**src/uip_defines.vh**
```
// constants of the uart interrupt prioritizer
// Behaviour
// - fifo mode: receive irq follows trigger level
// - data ready sets on load, clears empty
// - all basic enables off gives polled mode; enhanced upper enables still raise irq
// - line status bits zero to seven reported
// - non fifo: receive irq while holding full
// - transmit irq on empty; enabling raises immediately
// - overrun immediate; char errors at holding position
// - modem irq on any delta bit
// - upper mask bits need enhanced enable
// - cts or rts rise irq under auto flow
// - report highest source, hold until serviced
// - time-out after four chars plus twelve bits
// - xoff or special match irq, status bit four
// - line/modem status reads clear their irqs
// - rx ready below trigger; time-out on read
// - tx irq clears on status read, write
// - xoff clears on xon; special next char
// - flow change cleared by modem read, bit five
// - source codes in status bits five to zero
// - bit zero low while pending, reset high
// - bits seven six show fifo enable
// - fifo enable gates other control bits
`ifndef UIP_DEFINES_VH
`define UIP_DEFINES_VH
// ------------------------------------------------
// register addresses
// ------------------------------------------------
`define UIP_ADDR_RXTX 3'h0
`define UIP_ADDR_MASK 3'h1
`define UIP_ADDR_SRC 3'h2
`define UIP_ADDR_LINE 3'h5
`define UIP_ADDR_MODEM 3'h6
// ------------------------------------------------
// field positions
// ------------------------------------------------
`define UIP_MASK_RX 0
`define UIP_MASK_TX 1
`define UIP_MASK_LS 2
`define UIP_MASK_MS 3
`define UIP_MASK_SLEEP 4
`define UIP_MASK_XOFF 5
`define UIP_MASK_RTS 6
`define UIP_MASK_CTS 7
`define UIP_QC_EN 0
`define UIP_QC_RXRST 1
`define UIP_QC_TXRST 2
`define UIP_QC_DMA 3
// ------------------------------------------------
// source indices and status codes
// ------------------------------------------------
`define UIP_SRC_LS 0
`define UIP_SRC_TO 1
`define UIP_SRC_RX 2
`define UIP_SRC_TX 3
`define UIP_SRC_MS 4
`define UIP_SRC_XOFF 5
`define UIP_SRC_FLOW 6
`define UIP_CODE_LS 6'h06
`define UIP_CODE_TO 6'h0c
`define UIP_CODE_RX 6'h04
`define UIP_CODE_TX 6'h02
`define UIP_CODE_MS 6'h00
`define UIP_CODE_XOFF 6'h10
`define UIP_CODE_FLOW 6'h20
`define UIP_CODE_NONE 6'h01
// ------------------------------------------------
// reset values and timing
// ------------------------------------------------
`define UIP_MASK_RST 8'h00
`define UIP_SYNC_RST 14'h3800
`define UIP_TO_CHARS 7'h04
`define UIP_TO_BITS 7'h0c
`endif

```
**src/uip_irq_ctrl.v**
```verilog
// interrupt mask, source encoding, queue control and line status for one channel
`timescale 1ns/1ns
`include "uip_defines.vh"
module uip_irq_ctrl (
  input wire core_clk,
  input wire rst_b,
  input wire ce,
  input wire bus_cs_b,
  input wire bus_rd_b,
  input wire bus_wr_b,
  input wire [2:0] bus_addr,
  input wire [7:0] bus_wdata,
  input wire divisor_sel,
  input wire enh_enable,
  input wire auto_cts_en,
  input wire auto_rts_en,
  input wire rx_char_loaded,
  input wire rx_head_load,
  input wire rx_empty,
  input wire rx_at_trigger,
  input wire [2:0] rx_head_err,
  input wire rx_fifo_err,
  input wire overrun_evt,
  input wire thr_empty,
  input wire tsr_empty,
  input wire tx_below_trigger,
  input wire tx_fifo_empty,
  input wire [3:0] modem_delta,
  input wire xoff_detect,
  input wire xon_detect,
  input wire special_detect,
  input wire cts_rise,
  input wire rts_rise,
  input wire bit_tick,
  input wire [3:0] char_bits,
  output reg [7:0] read_data,
  output reg read_hit,
  output reg irq,
  output reg fifo_enable,
  output reg rx_fifo_reset,
  output reg tx_fifo_reset,
  output reg dma_mode,
  output reg [1:0] rx_trig_sel,
  output reg [1:0] tx_trig_sel,
  output wire sleep_enable,
  output wire rx_read_pulse,
  output wire tx_write_pulse,
  output wire line_status_read,
  output wire modem_status_read
);
  // ------------------------------------------------
  // bus pin synchroniser
  // ------------------------------------------------
  reg [13:0] sync_1;
  reg [13:0] sync_2;
  reg rd_q;
  reg wr_q;
  wire cs_s;
  wire rd_s;
  wire wr_s;
  wire [2:0] addr_s;
  wire [7:0] wdata_s;
  wire rd_take;
  wire wr_take;
  wire bank_ok;

  assign cs_s = sync_2[13];
  assign rd_s = sync_2[12];
  assign wr_s = sync_2[11];
  assign addr_s = sync_2[10:8];
  assign wdata_s = sync_2[7:0];
  // host must hold address and data stable while a strobe is low
  assign rd_take = !cs_s && !rd_s && rd_q;
  assign wr_take = !cs_s && !wr_s && wr_q;
  // divisor latches share the low three addresses
  assign bank_ok = !divisor_sel;

  always @(posedge core_clk or negedge rst_b)
  begin
    if (!rst_b)
    begin
      sync_1 <= `UIP_SYNC_RST;
      sync_2 <= `UIP_SYNC_RST;
      rd_q <= 1'b1;
      wr_q <= 1'b1;
    end
    else if (ce)
    begin
      sync_1 <= {bus_cs_b, bus_rd_b, bus_wr_b, bus_addr, bus_wdata};
      sync_2 <= sync_1;
      rd_q <= rd_s;
      wr_q <= wr_s;
    end
  end

  // ------------------------------------------------
  // access decode
  // ------------------------------------------------
  wire mask_wr;
  wire qc_wr;
  wire src_rd;
  assign mask_wr = wr_take && bank_ok && addr_s == `UIP_ADDR_MASK;
  assign qc_wr = wr_take && bank_ok && addr_s == `UIP_ADDR_SRC;
  assign src_rd = rd_take && bank_ok && addr_s == `UIP_ADDR_SRC;
  assign rx_read_pulse = rd_take && bank_ok && addr_s == `UIP_ADDR_RXTX;
  assign tx_write_pulse = wr_take && bank_ok && addr_s == `UIP_ADDR_RXTX;
  assign line_status_read = rd_take && addr_s == `UIP_ADDR_LINE;
  assign modem_status_read = rd_take && addr_s == `UIP_ADDR_MODEM;

  // ------------------------------------------------
  // interrupt mask and queue control
  // ------------------------------------------------
  reg [7:0] interrupt_mask;
  wire [7:0] mask_eff;
  // upper enables are held but act only with enhanced functions on
  assign mask_eff = {interrupt_mask[7:4] & {4{enh_enable}}, interrupt_mask[3:0]};
  assign sleep_enable = mask_eff[`UIP_MASK_SLEEP];

  always @(posedge core_clk or negedge rst_b)
  begin
    if (!rst_b)
    begin
      interrupt_mask <= `UIP_MASK_RST;
      fifo_enable <= 1'b0;
      rx_fifo_reset <= 1'b0;
      tx_fifo_reset <= 1'b0;
      dma_mode <= 1'b0;
      rx_trig_sel <= 2'h0;
      tx_trig_sel <= 2'h0;
    end
    else if (ce)
    begin
      rx_fifo_reset <= 1'b0;
      tx_fifo_reset <= 1'b0;
      if (mask_wr)
        interrupt_mask <= wdata_s;
      if (qc_wr)
      begin
        fifo_enable <= wdata_s[`UIP_QC_EN];
        if (wdata_s[`UIP_QC_EN])
        begin
          rx_fifo_reset <= wdata_s[`UIP_QC_RXRST];
          tx_fifo_reset <= wdata_s[`UIP_QC_TXRST];
          dma_mode <= wdata_s[`UIP_QC_DMA];
          rx_trig_sel <= wdata_s[7:6];
          if (enh_enable)
            tx_trig_sel <= wdata_s[5:4];
        end
      end
    end
  end

  // ------------------------------------------------
  // line status
  // ------------------------------------------------
  reg data_ready;
  reg overrun_flag;
  reg ls_flag;
  wire [7:0] line_status;
  assign line_status = {rx_fifo_err, thr_empty && tsr_empty, thr_empty, rx_head_err,
                        overrun_flag, data_ready};

  always @(posedge core_clk or negedge rst_b)
  begin
    if (!rst_b)
    begin
      data_ready <= 1'b0;
      overrun_flag <= 1'b0;
      ls_flag <= 1'b0;
    end
    else if (ce)
    begin
      if (rx_char_loaded)
        data_ready <= 1'b1;
      else if (rx_empty)
        data_ready <= 1'b0;
      if (overrun_evt)
        overrun_flag <= 1'b1;
      else if (line_status_read)
        overrun_flag <= 1'b0;
      if (overrun_evt || (rx_head_load && |rx_head_err))
        ls_flag <= 1'b1;
      else if (line_status_read)
        ls_flag <= 1'b0;
    end
  end

  // ------------------------------------------------
  // transmit, match and flow flags
  // ------------------------------------------------
  reg tx_cond_q;
  reg tx_flag;
  reg xoff_flag;
  reg spec_flag;
  reg cts_flag;
  reg rts_flag;
  reg [6:0] cur_src;
  wire tx_cond;
  wire tx_mask_rise;
  wire src_rd_xoff;
  assign tx_cond = fifo_enable ? (tx_below_trigger || tx_fifo_empty) : thr_empty;
  assign tx_mask_rise = mask_wr && wdata_s[`UIP_MASK_TX] && !interrupt_mask[`UIP_MASK_TX];
  assign src_rd_xoff = src_rd && cur_src[`UIP_SRC_XOFF];

  always @(posedge core_clk or negedge rst_b)
  begin
    if (!rst_b)
    begin
      tx_cond_q <= 1'b0;
      tx_flag <= 1'b0;
      xoff_flag <= 1'b0;
      spec_flag <= 1'b0;
      cts_flag <= 1'b0;
      rts_flag <= 1'b0;
    end
    else if (ce)
    begin
      tx_cond_q <= tx_cond;
      if ((tx_cond && !tx_cond_q) || (tx_mask_rise && tx_cond))
        tx_flag <= 1'b1;
      else if (tx_write_pulse || (src_rd && cur_src[`UIP_SRC_TX]))
        tx_flag <= 1'b0;
      if (xoff_detect && enh_enable)
        xoff_flag <= 1'b1;
      else if (src_rd_xoff || xon_detect)
        xoff_flag <= 1'b0;
      if (special_detect && enh_enable)
        spec_flag <= 1'b1;
      else if (src_rd_xoff || rx_char_loaded)
        spec_flag <= 1'b0;
      if (cts_rise && auto_cts_en)
        cts_flag <= 1'b1;
      else if (modem_status_read)
        cts_flag <= 1'b0;
      if (rts_rise && auto_rts_en)
        rts_flag <= 1'b1;
      else if (modem_status_read)
        rts_flag <= 1'b0;
    end
  end

  // ------------------------------------------------
  // time-out timer
  // ------------------------------------------------
  wire to_flag;
  uip_rx_timeout u_timeout (
    .core_clk(core_clk),
    .rst_b(rst_b),
    .ce(ce),
    .enable(fifo_enable),
    .data_present(!rx_empty),
    .restart(rx_char_loaded || rx_read_pulse),
    .clear(rx_read_pulse),
    .bit_tick(bit_tick),
    .char_bits(char_bits),
    .timeout_flag(to_flag)
  );

  // ------------------------------------------------
  // pending sources and priority
  // ------------------------------------------------
  // with all four basic enables clear and no upper enable active only polling of line status remains
  wire [6:0] pend;
  wire [6:0] pick;
  wire [5:0] code;
  wire [6:0] next_cur;
  assign pend[`UIP_SRC_LS] = ls_flag && mask_eff[`UIP_MASK_LS];
  assign pend[`UIP_SRC_TO] = to_flag && mask_eff[`UIP_MASK_RX];
  assign pend[`UIP_SRC_RX] = mask_eff[`UIP_MASK_RX] &&
                             (fifo_enable ? rx_at_trigger : !rx_empty);
  assign pend[`UIP_SRC_TX] = tx_flag && mask_eff[`UIP_MASK_TX];
  assign pend[`UIP_SRC_MS] = |modem_delta && mask_eff[`UIP_MASK_MS];
  assign pend[`UIP_SRC_XOFF] = (xoff_flag || spec_flag) && mask_eff[`UIP_MASK_XOFF];
  assign pend[`UIP_SRC_FLOW] = (cts_flag && mask_eff[`UIP_MASK_CTS]) ||
                               (rts_flag && mask_eff[`UIP_MASK_RTS]);

  uip_prio u_prio (
    .pend(pend),
    .sel(cur_src),
    .pick(pick),
    .code(code)
  );

  // the reported source stays until it is no longer pending
  assign next_cur = |(cur_src & pend) ? cur_src : pick;

  always @(posedge core_clk or negedge rst_b)
  begin
    if (!rst_b)
    begin
      cur_src <= 7'h00;
      irq <= 1'b0;
    end
    else if (ce)
    begin
      cur_src <= next_cur;
      irq <= |pend;
    end
  end

  // ------------------------------------------------
  // read data
  // ------------------------------------------------
  always @(posedge core_clk or negedge rst_b)
  begin
    if (!rst_b)
    begin
      read_data <= 8'h00;
      read_hit <= 1'b0;
    end
    else if (ce)
    begin
      read_hit <= 1'b0;
      if (rd_take)
      begin
        read_hit <= 1'b1;
        case (addr_s)
          `UIP_ADDR_MASK: read_data <= bank_ok ? mask_eff : 8'h00;
          `UIP_ADDR_SRC: read_data <= bank_ok ? {{2{fifo_enable}}, code} : 8'h00;
          `UIP_ADDR_LINE: read_data <= line_status;
          default:
          begin
            read_data <= 8'h00;
            read_hit <= 1'b0;
          end
        endcase
        if (!bank_ok && addr_s != `UIP_ADDR_LINE)
          read_hit <= 1'b0;
      end
    end
  end
endmodule // uip_irq_ctrl

```
**src/uip_prio.v**
```verilog
// priority pick and status code encoding
`timescale 1ns/1ns
`include "uip_defines.vh"
module uip_prio (
  input wire [6:0] pend,
  input wire [6:0] sel,
  output wire [6:0] pick,
  output wire [5:0] code
);
  // ------------------------------------------------
  // helpers
  // ------------------------------------------------
  function [6:0] uip_first;
    input [6:0] v;
    integer i;
    begin
      uip_first = 7'h00;
      for (i = 6; i >= 0; i = i - 1)
        if (v[i])
          uip_first = 7'h00 | (7'h01 << i);
    end
  endfunction

  function [5:0] uip_code;
    input [6:0] s;
    begin
      case (s)
        7'h01: uip_code = `UIP_CODE_LS;
        7'h02: uip_code = `UIP_CODE_TO;
        7'h04: uip_code = `UIP_CODE_RX;
        7'h08: uip_code = `UIP_CODE_TX;
        7'h10: uip_code = `UIP_CODE_MS;
        7'h20: uip_code = `UIP_CODE_XOFF;
        7'h40: uip_code = `UIP_CODE_FLOW;
        default: uip_code = `UIP_CODE_NONE;
      endcase
    end
  endfunction

  assign pick = uip_first(pend);
  assign code = uip_code(sel);
endmodule // uip_prio

```
**src/uip_rx_timeout.v**
```verilog
// receive time-out timer counted in bit times
`timescale 1ns/1ns
`include "uip_defines.vh"
module uip_rx_timeout (
  input wire core_clk,
  input wire rst_b,
  input wire ce,
  input wire enable,
  input wire data_present,
  input wire restart,
  input wire clear,
  input wire bit_tick,
  input wire [3:0] char_bits,
  output reg timeout_flag
);
  reg [6:0] count;
  wire [6:0] limit;
  // four characters plus twelve bits, in bit ticks
  assign limit = `UIP_TO_CHARS * {3'h0, char_bits} + `UIP_TO_BITS;
  always @(posedge core_clk or negedge rst_b)
  begin
    if (!rst_b)
    begin
      count <= 7'h00;
      timeout_flag <= 1'b0;
    end
    else if (ce)
    begin
      if (restart || !data_present || !enable)
        count <= 7'h00;
      else if (bit_tick && count != limit)
        count <= count + 7'h01;
      // a read in the same cycle blocks the set and clears the flag
      if (enable && data_present && !restart && bit_tick && count + 7'h01 == limit)
        timeout_flag <= 1'b1;
      else if (clear || !enable)
        timeout_flag <= 1'b0;
    end
  end
endmodule // uip_rx_timeout

```
**config.mk**
```make
export PLATFORM = sky130hd
export DESIGN_NAME = uip_irq_ctrl
export DESIGN_NICKNAME = d
export VERILOG_FILES = /design/src/uip_irq_ctrl.v /design/src/uip_prio.v /design/src/uip_rx_timeout.v
export VERILOG_INCLUDE_DIRS = /design/src
export SDC_FILE = /design/constraint.sdc
export NUM_CORES = 1
export LEC_CHECK = 0
export ABC_AREA = 1
export ABC_CLOCK_PERIOD_IN_PS = 1400
export BUFFER_PORTS_ARGS = -buffer_cell sky130_fd_sc_hd__clkbuf_2
export CAP_MARGIN = 20
export CELL_PAD_IN_SITES_DETAIL_PLACEMENT = 0
export CELL_PAD_IN_SITES_GLOBAL_PLACEMENT = 1
export CORE_MARGIN = 8
export CORE_UTILIZATION = 34
export DETAILED_ROUTE_END_ITERATION = 16
export PLACE_DENSITY_LB_ADDON = 0.1
export SLEW_MARGIN = 20
export SYNTH_ARGS = -nofsm -noshare
export SYNTH_HDL_FRONTEND = slang
export SYNTH_SLANG_ARGS = --single-unit
```
**constraint.sdc**
```tcl
create_clock -name core_clk -period 1.4 [get_ports core_clk]
set_input_delay 0.21 -clock core_clk [delete_from_list [all_inputs] [get_ports core_clk]]
set_output_delay 0.21 -clock core_clk [all_outputs]
set_load 0.02 [all_outputs]
```
==> results of run 1 <==
power by group through the flow:
stage | clock [W] | sequential, W | combinational, W
after CTS | 0.00247 | 0.00265 | 0.00129
after detailed placement | 0 | 0.00269 | 0.00120
after global placement | 0 | 0.00269 | 0.00119
final | 0.00240 | 0.00266 | 0.00144
after floorplan | 0 | 0.00274 | 0.000549
after global routing | 0.00257 | 0.00269 | 0.00160
repair_timing:
action	in CTS	in global routing
gates resized for setup	47	102
hold buffers	1	0
gates cloned	0	2
pin swaps	12	21
setup endpoints to repair	30	48
setup buffers	13	10
hold endpoints to repair	20	0
sequential cells by signal, summed over array words and instances (netlist names), 2 cells and up:
signal           flops
rx_trig_sel          2
cur_src              7
interrupt_mask       8
read_data            8
sync_2              14
u_timeout.count      7
sync_1              14
tx_trig_sel          2
layout make-up:
type / count / area [sq um] / area share
clock buffer: 10 / 239 / 0.0396
multi-input combinational: 391 / 2170 / 0.359
clock inverter: 6 / 68.8 / 0.0114
timing repair buffer: 162 / 1150 / 0.190
inverter: 57 / 216 / 0.0358
sequential: 80 / 2010 / 0.333
tap: 147 / 184 / 0.0305
worst max-delay path: cells and delay by family, from the launching register on:
kind          cells  cell delay [ns]
flops             1             0.55
buf+inv           2             0.28
simple gates      2             0.20
cell families (layout without fill, tap and decap cells):
logic type / Yosys count / in the layout
AOI/OAI and AO/OA: 83 / 83
adders and majority gates: 4 / 4
buffers and inverters: 69 / 235
xor gates and xnor gates: 3 / 3
and+or+nand+nor: 300 / 301
DFF: 80 / 80
layer usage:
| layer | track usage | up-vias |
|---|---|---|
| met4 | 0.0665 | 0 |
| met1 | 0.200 | 1870 |
| met2 | 0.261 | 73 |
| met3 | 0.0316 | 17 |
| met5 | 0 | - |
| li1 | - | 2060 |
cell usage after synthesis (6+ instances only):
cell type	count
inv_1	55
buf_2	6
nand4_1	8
nand3_1	32
o21ai_2	8
nand2_1	201
o21ai_0	48
dfstp_2	8
a21oi_1	7
dfrtp_1	72
nor3_1	6
nor2_1	41
metrics by stage:
step | power [W] | utilization
finish | 0.00651 | 0.509
global route | 0.00686 | 0.509
CTS | 0.00641 | 0.477
detailed placement | 0.00389 | 0.431
global placement | 0.00388 | 0.431
floorplan | 0.00329 | -
worst paths after layout:
check	start	to	slack, ns	depth (start not counted)
setup reg to reg	u_timeout.count[0]	u_timeout.count[0]	-0.11	10
max in group asynchronous	rst_b	sync_1[13]	0.48	3
hold / removal	bus_cs_b	sync_1[13]	0.04	3
min in group asynchronous	rst_b	u_timeout.timeout_flag	0.35	2
setup / recovery	rd_q	modem_status_read	-0.17	4
hold reg to reg	sync_1[11]	sync_1[11]	0.46	2
==> impl_metrics.py, run 1 <==
metrics = {
    "outcome": {
        "status": "finished, violations left",
        "violations": "setup timing",
    },
    "critical_path": {
        "crit_chain": "nand3_4, buf_6, nor3_4, buf_6",
        "crit_path_max_fanout": 4,
        "worstSetupEndpointType": "primary output",
        "crit_top_cell": "buf_6",
        "worst_path_max_delay_cell": "dfstp_2",
        "critPathRequiredTime_ns": 1.19,
        "critPathLaunchType": "flip-flop",
        "path_class": "flip-flop to primary output",
        "worstPathArrival_ns": 1.36,
        "cpPeakStageDelay_ns": 0.55,
    },
    "synth": {
        "synth_adder_area_share": 0.0122,
        "synth_edf_count": 0,
        "synth_simple_gate_area_frac": 0.306,
        "avgSynthCellArea_sq_um": 7.60,
        "yosysUniqueCellTypes": 34,
        "synth.area.top_cells": "dfrtp_1 44%, nand2_1 18%, o21ai_0 5.9%",
        "ys_ff_latch": 80,
        "synth_largest_area_cell": "dfrtp_1",
        "syn_nets": 591,
        "ys_seq_area_frac": 0.491,
        "synth_area_sq_um": 4100,
        "yosysWarningCount": 0,
        "netlist_instances": 539,
        "async_flop_share": 1.00,
        "synth_top_family_by_area": "simple AND/OR/NAND/NOR gates",
        "synth_xor_area_frac": 0.00642,
        "synth_top_area_share": 0.440,
        "synth_compound_area_frac": 0.118,
        "synthFlopType": "dfrtp_1",
        "synth_mux_area_frac": 0,
    },
    "drt": {
        "dr_wl_met3_um": 542,
        "wl_met2_um": 6040,
        "ant_nets": 0,
        "dr.max_layer_used": "met4",
        "met1_length_um": 5560,
        "wl_per_cell_um": 14.5,
        "drtPass1Iterations": 6,
        "wl_um": 12400,
        "via_per_inst": 4.71,
        "num_vias": 4020,
        "dr.first_iter.drc_count": 220,
        "drc": 0,
    },
    "global_route": {
        "grt_pass1_vias": 3990,
        "grt_max_degree": 44,
        "grt_pass1_wl_um": 19900,
        "grt_overflow_total": 0,
        "track_usage": 0.159,
        "antenna_found_initial": 0,
    },
    "sta": {
        "max_slew_margin": 0.721,
        "fin_setup_tns_ns": -1.46,
        "final-hold-violation-count": 0,
        "fin_ws_ns": -0.174,
        "tightest_slew_ns": 0.418,
        "rsz0062_at_grt": "yes",
        "slew_violations": 0,
        "fin_skew_ns": 0.00624,
        "fin_crit_ns": 1.57,
        "max_freq_mhz": 635,
        "setup_viol": 25,
        "period_share": 1.12,
        "hold-worst-slack_ns": 0.0440,
    },
    "cts": {
        "clk_pin_slew_worst_paths_ns": 0.06,
        "clockBufferDepth": 2,
        "cts_tree": "yes",
        "cts-htree-levels": 3,
        "clkSinkCount": 80,
        "insertion_delay_ns": 0.34,
        "cts_made_buffers": 9,
        "clock_tree.root_cell": "clkbuf_16",
    },
    "final_layout": {
        "layout.nets": 753,
        "area_growth_pct": 47.4,
        "fin_cells": 853,
        "drive_above_1_share": 0.414,
        "layout_common_cells": "174 x nand2_1, 79 x buf_4, 71 x dfrtp_1",
        "fillCellCount": 1182,
        "fin_area_sq_um": 6040,
        "antenna_cells": 0,
        "layout_commonest_cell": "nand2_1",
    },
    "power": {
        "p_comb_frac": 0.221,
        "power_density_nw_per_um2": 1080,
        "p_seq_frac": 0.409,
        "ir_drop_mv": 0.716,
        "power_frac_clock": 0.369,
        "cell_internal_pwr_w": 0.00459,
        "swShare": 0.295,
        "p_leak_nw": 3.06,
        "power.switching_w": 0.00192,
    },
    "min_path": {
        "hp-class": "input pin to flip-flop",
    },
    "die": {
        "die_x_um": 126,
        "ios": 71,
        "rows": 40,
        "coreArea_sq_um": 11900,
        "start_util": 0.345,
        "die_h_um": 126,
        "die-area_sq_um": 15800,
    },
    "job": {
        "drv_cap": 0,
    },
    "placed_design": {
        "placed_area_sq_um": 5110,
        "place.gp.congestion": 0.879,
        "port-buffer-count": 70,
        "place_inst": 812,
        "dp_slack_ns": -0.217,
        "dp_hpwl_um": 9260,
    },
}
No activity file was read; power rests on OpenSTA's default activity.
==> run 2: changes to the inputs <==
CELL_PAD_IN_SITES_DETAIL_PLACEMENT = unset   (was 0)
CELL_PAD_IN_SITES_GLOBAL_PLACEMENT = unset   (was 1)
CORE_UTILIZATION = 51   (was 34)
PLACE_DENSITY = 0.77   (was unset)
PLACE_DENSITY_LB_ADDON = unset   (was 0.1)
==> impl_metrics.py, run 2 (synthesis gave the netlist of run 1 again) <==
metrics = {
    "outcome": {
        "status": "finished, violations left",
        "violations": "setup timing",
    },
    "critical_path": {
        "reg2regPathDepth": 9,
        "setup.worst_path.end": "tx_flag",
        "critPathRequiredTime_ns": 1.61,
        "critPathLaunchType": "flip-flop",
        "worstPathArrival_ns": 1.84,
        "path_class": "flip-flop to flip-flop",
        "critPathLaunch": "sync_2[8]",
        "worstSetupEndpointType": "flip-flop",
        "crit_path_max_fanout": 4,
        "r2r_slack_ns": -0.23,
        "r2r-end": "tx_flag",
        "r2r-start": "sync_2[8]",
    },
    "global_route": {
        "track_usage": 0.208,
        "grt_pass1_wl_um": 18900,
        "grt_max_degree": 48,
        "grt_overflow_total": 0,
        "grt_pass1_vias": 4074,
        "antenna_found_initial": 0,
    },
    "min_path": {
        "hold_start": "bus_rd_b",
        "hp-class": "input pin to flip-flop",
    },
    "cts": {
        "cts_made_buffers": 9,
        "clock_tree.root_cell": "clkbuf_8",
        "clockBufferDepth": 2,
        "insertion_delay_ns": 0.36,
        "clkSinkCount": 80,
        "cts_tree": "yes",
        "clk_pin_slew_worst_paths_ns": 0.09,
        "cts-htree-levels": 3,
    },
    "power": {
        "p_leak_nw": 2.94,
        "p_comb_frac": 0.245,
        "power_density_nw_per_um2": 971,
        "ir_drop_mv": 0.750,
        "power_frac_clock": 0.275,
        "finalPower_w": 0.00555,
        "power.switching_w": 0.00181,
        "swShare": 0.326,
        "cell_internal_pwr_w": 0.00374,
        "p_seq_frac": 0.481,
    },
    "sta": {
        "tightest_slew_ns": 0.512,
        "hold-worst-slack_ns": 0.0239,
        "fin_crit_ns": 1.63,
        "rsz0062_at_grt": "yes",
        "fin_ws_ns": -0.226,
        "setup_viol": 34,
        "period_share": 1.16,
        "fin_setup_tns_ns": -2.95,
        "max_freq_mhz": 615,
        "slew_violations": 0,
        "final-hold-violation-count": 0,
        "fin_skew_ns": 0.00953,
        "max_slew_margin": 0.656,
    },
    "die": {
        "coreArea_sq_um": 7770,
        "die-area_sq_um": 11200,
        "die_h_um": 106,
        "start_util": 0.527,
        "ios": 71,
        "die_x_um": 106,
        "rows": 32,
    },
    "drt": {
        "wl_per_cell_um": 15.4,
        "ant_nets": 0,
        "via_per_inst": 5.33,
        "drc": 0,
        "wl_um": 12300,
        "drtPass1Iterations": 4,
        "dr.first_iter.drc_count": 385,
        "num_vias": 4267,
    },
    "final_layout": {
        "reg_top3": "sync_1: 14 flops, sync_2: 14 flops",
        "layout.nets": 746,
        "fin_area_sq_um": 5720,
        "area_growth_pct": 39.6,
        "layout_commonest_cell": "nand2_1",
        "antenna_cells": 0,
        "final_util": 0.736,
        "drive_above_1_share": 0.378,
        "layout_common_cells": "178 x nand2_1, 73 x buf_4, 71 x dfrtp_1",
    },
    "job": {
        "drv_cap": 0,
    },
    "placed_design": {
        "dp_hpwl_um": 8480,
        "place.gp.congestion": 0.961,
        "port-buffer-count": 70,
        "placed_area_sq_um": 5000,
    },
}
==> run 2: changes by cell type in the layout (fill, tap and decap cells not counted), moves of 5 or more <==
cell	delta
buf_4	-6
clkbuf_16	-9
clkbuf_8	+9
inv_1	+5
inv_2	-5
o21ai_1	-5
==> run 2: worst min-delay path by stage <==
stage / end / slack [ns] / cells past startpoint
finish: sync_1[12] / 0.02 / 3
global route: sync_1[12] / 0.02 / 3
CTS: sync_1[12] / 0.02 / 3
detailed placement: rts_flag / 0.19 / 1
global placement: cts_flag / 0.19 / 1
floorplan: cts_flag / -0.09 / 0
==> run 2: cell type report <==
class                           count  area [sq um]
Sequential cell                    80          2010
Inverter                           57           216
Fill cell                         562          2050
Timing Repair Buffer              155          1090
Clock buffer                       10           128
Tap cell                          102           128
Clock inverter                      6          45.0
Multi-Input combinational cell    391          2100
==> run 2: worst max-delay path, cell delays in order (launching register included) <==
cell and delay [ns]:
dfrtp_1 0.40, inv_2 0.11, buf_4 0.12, nand3_1 0.11, nor2_1 0.20, nand2_1 0.13, nor2_1 0.12, o21ai_0 0.10
nand2_1 0.09, o21ai_0 0.09
==> run 2: per-layer routing <==
metal  share of wire  track usage  wire length (um)
met5               0            0                 0
met4           0.026       0.0523               323
met3           0.066       0.0591               816
met2            0.49        0.351              6080
met1            0.41        0.256              5080
==> run 2: power by group through the flow <==
stage / registers, W / logic [W] / clock network [W]
6_report: 0.00267 / 0.00136 / 0.00152
3_3_place_gp: 0.00269 / 0.00111 / 0
3_5_place_dp: 0.00270 / 0.00114 / 0
5_1_grt: 0.00269 / 0.00150 / 0.00167
2_1_floorplan: 0.00274 / 0.000549 / 0
4_1_cts: 0.00266 / 0.00122 / 0.00154
==> run 2: what timing repair did <==
| action | in CTS | in global routing |
|---|---|---|
| gates resized for setup | 46 | 75 |
| pin swaps | 16 | 21 |
| endpoints found under the setup margin | 25 | 48 |
| hold buffers | 1 | 0 |
| setup buffers | 14 | 10 |
| endpoints found under the hold margin | 22 | 0 |
| gates cloned | 1 | 1 |
==> run 2: per-stage QoR <==
stage / setup slack [ns] / std cells
2_1_floorplan: 0.00103 / 539
3_3_place_gp: -0.143 / 761
3_5_place_dp: -0.185 / 761
4_1_cts: -0.225 / 792
5_1_grt: -0.358 / 801
6_report: -0.226 / 801
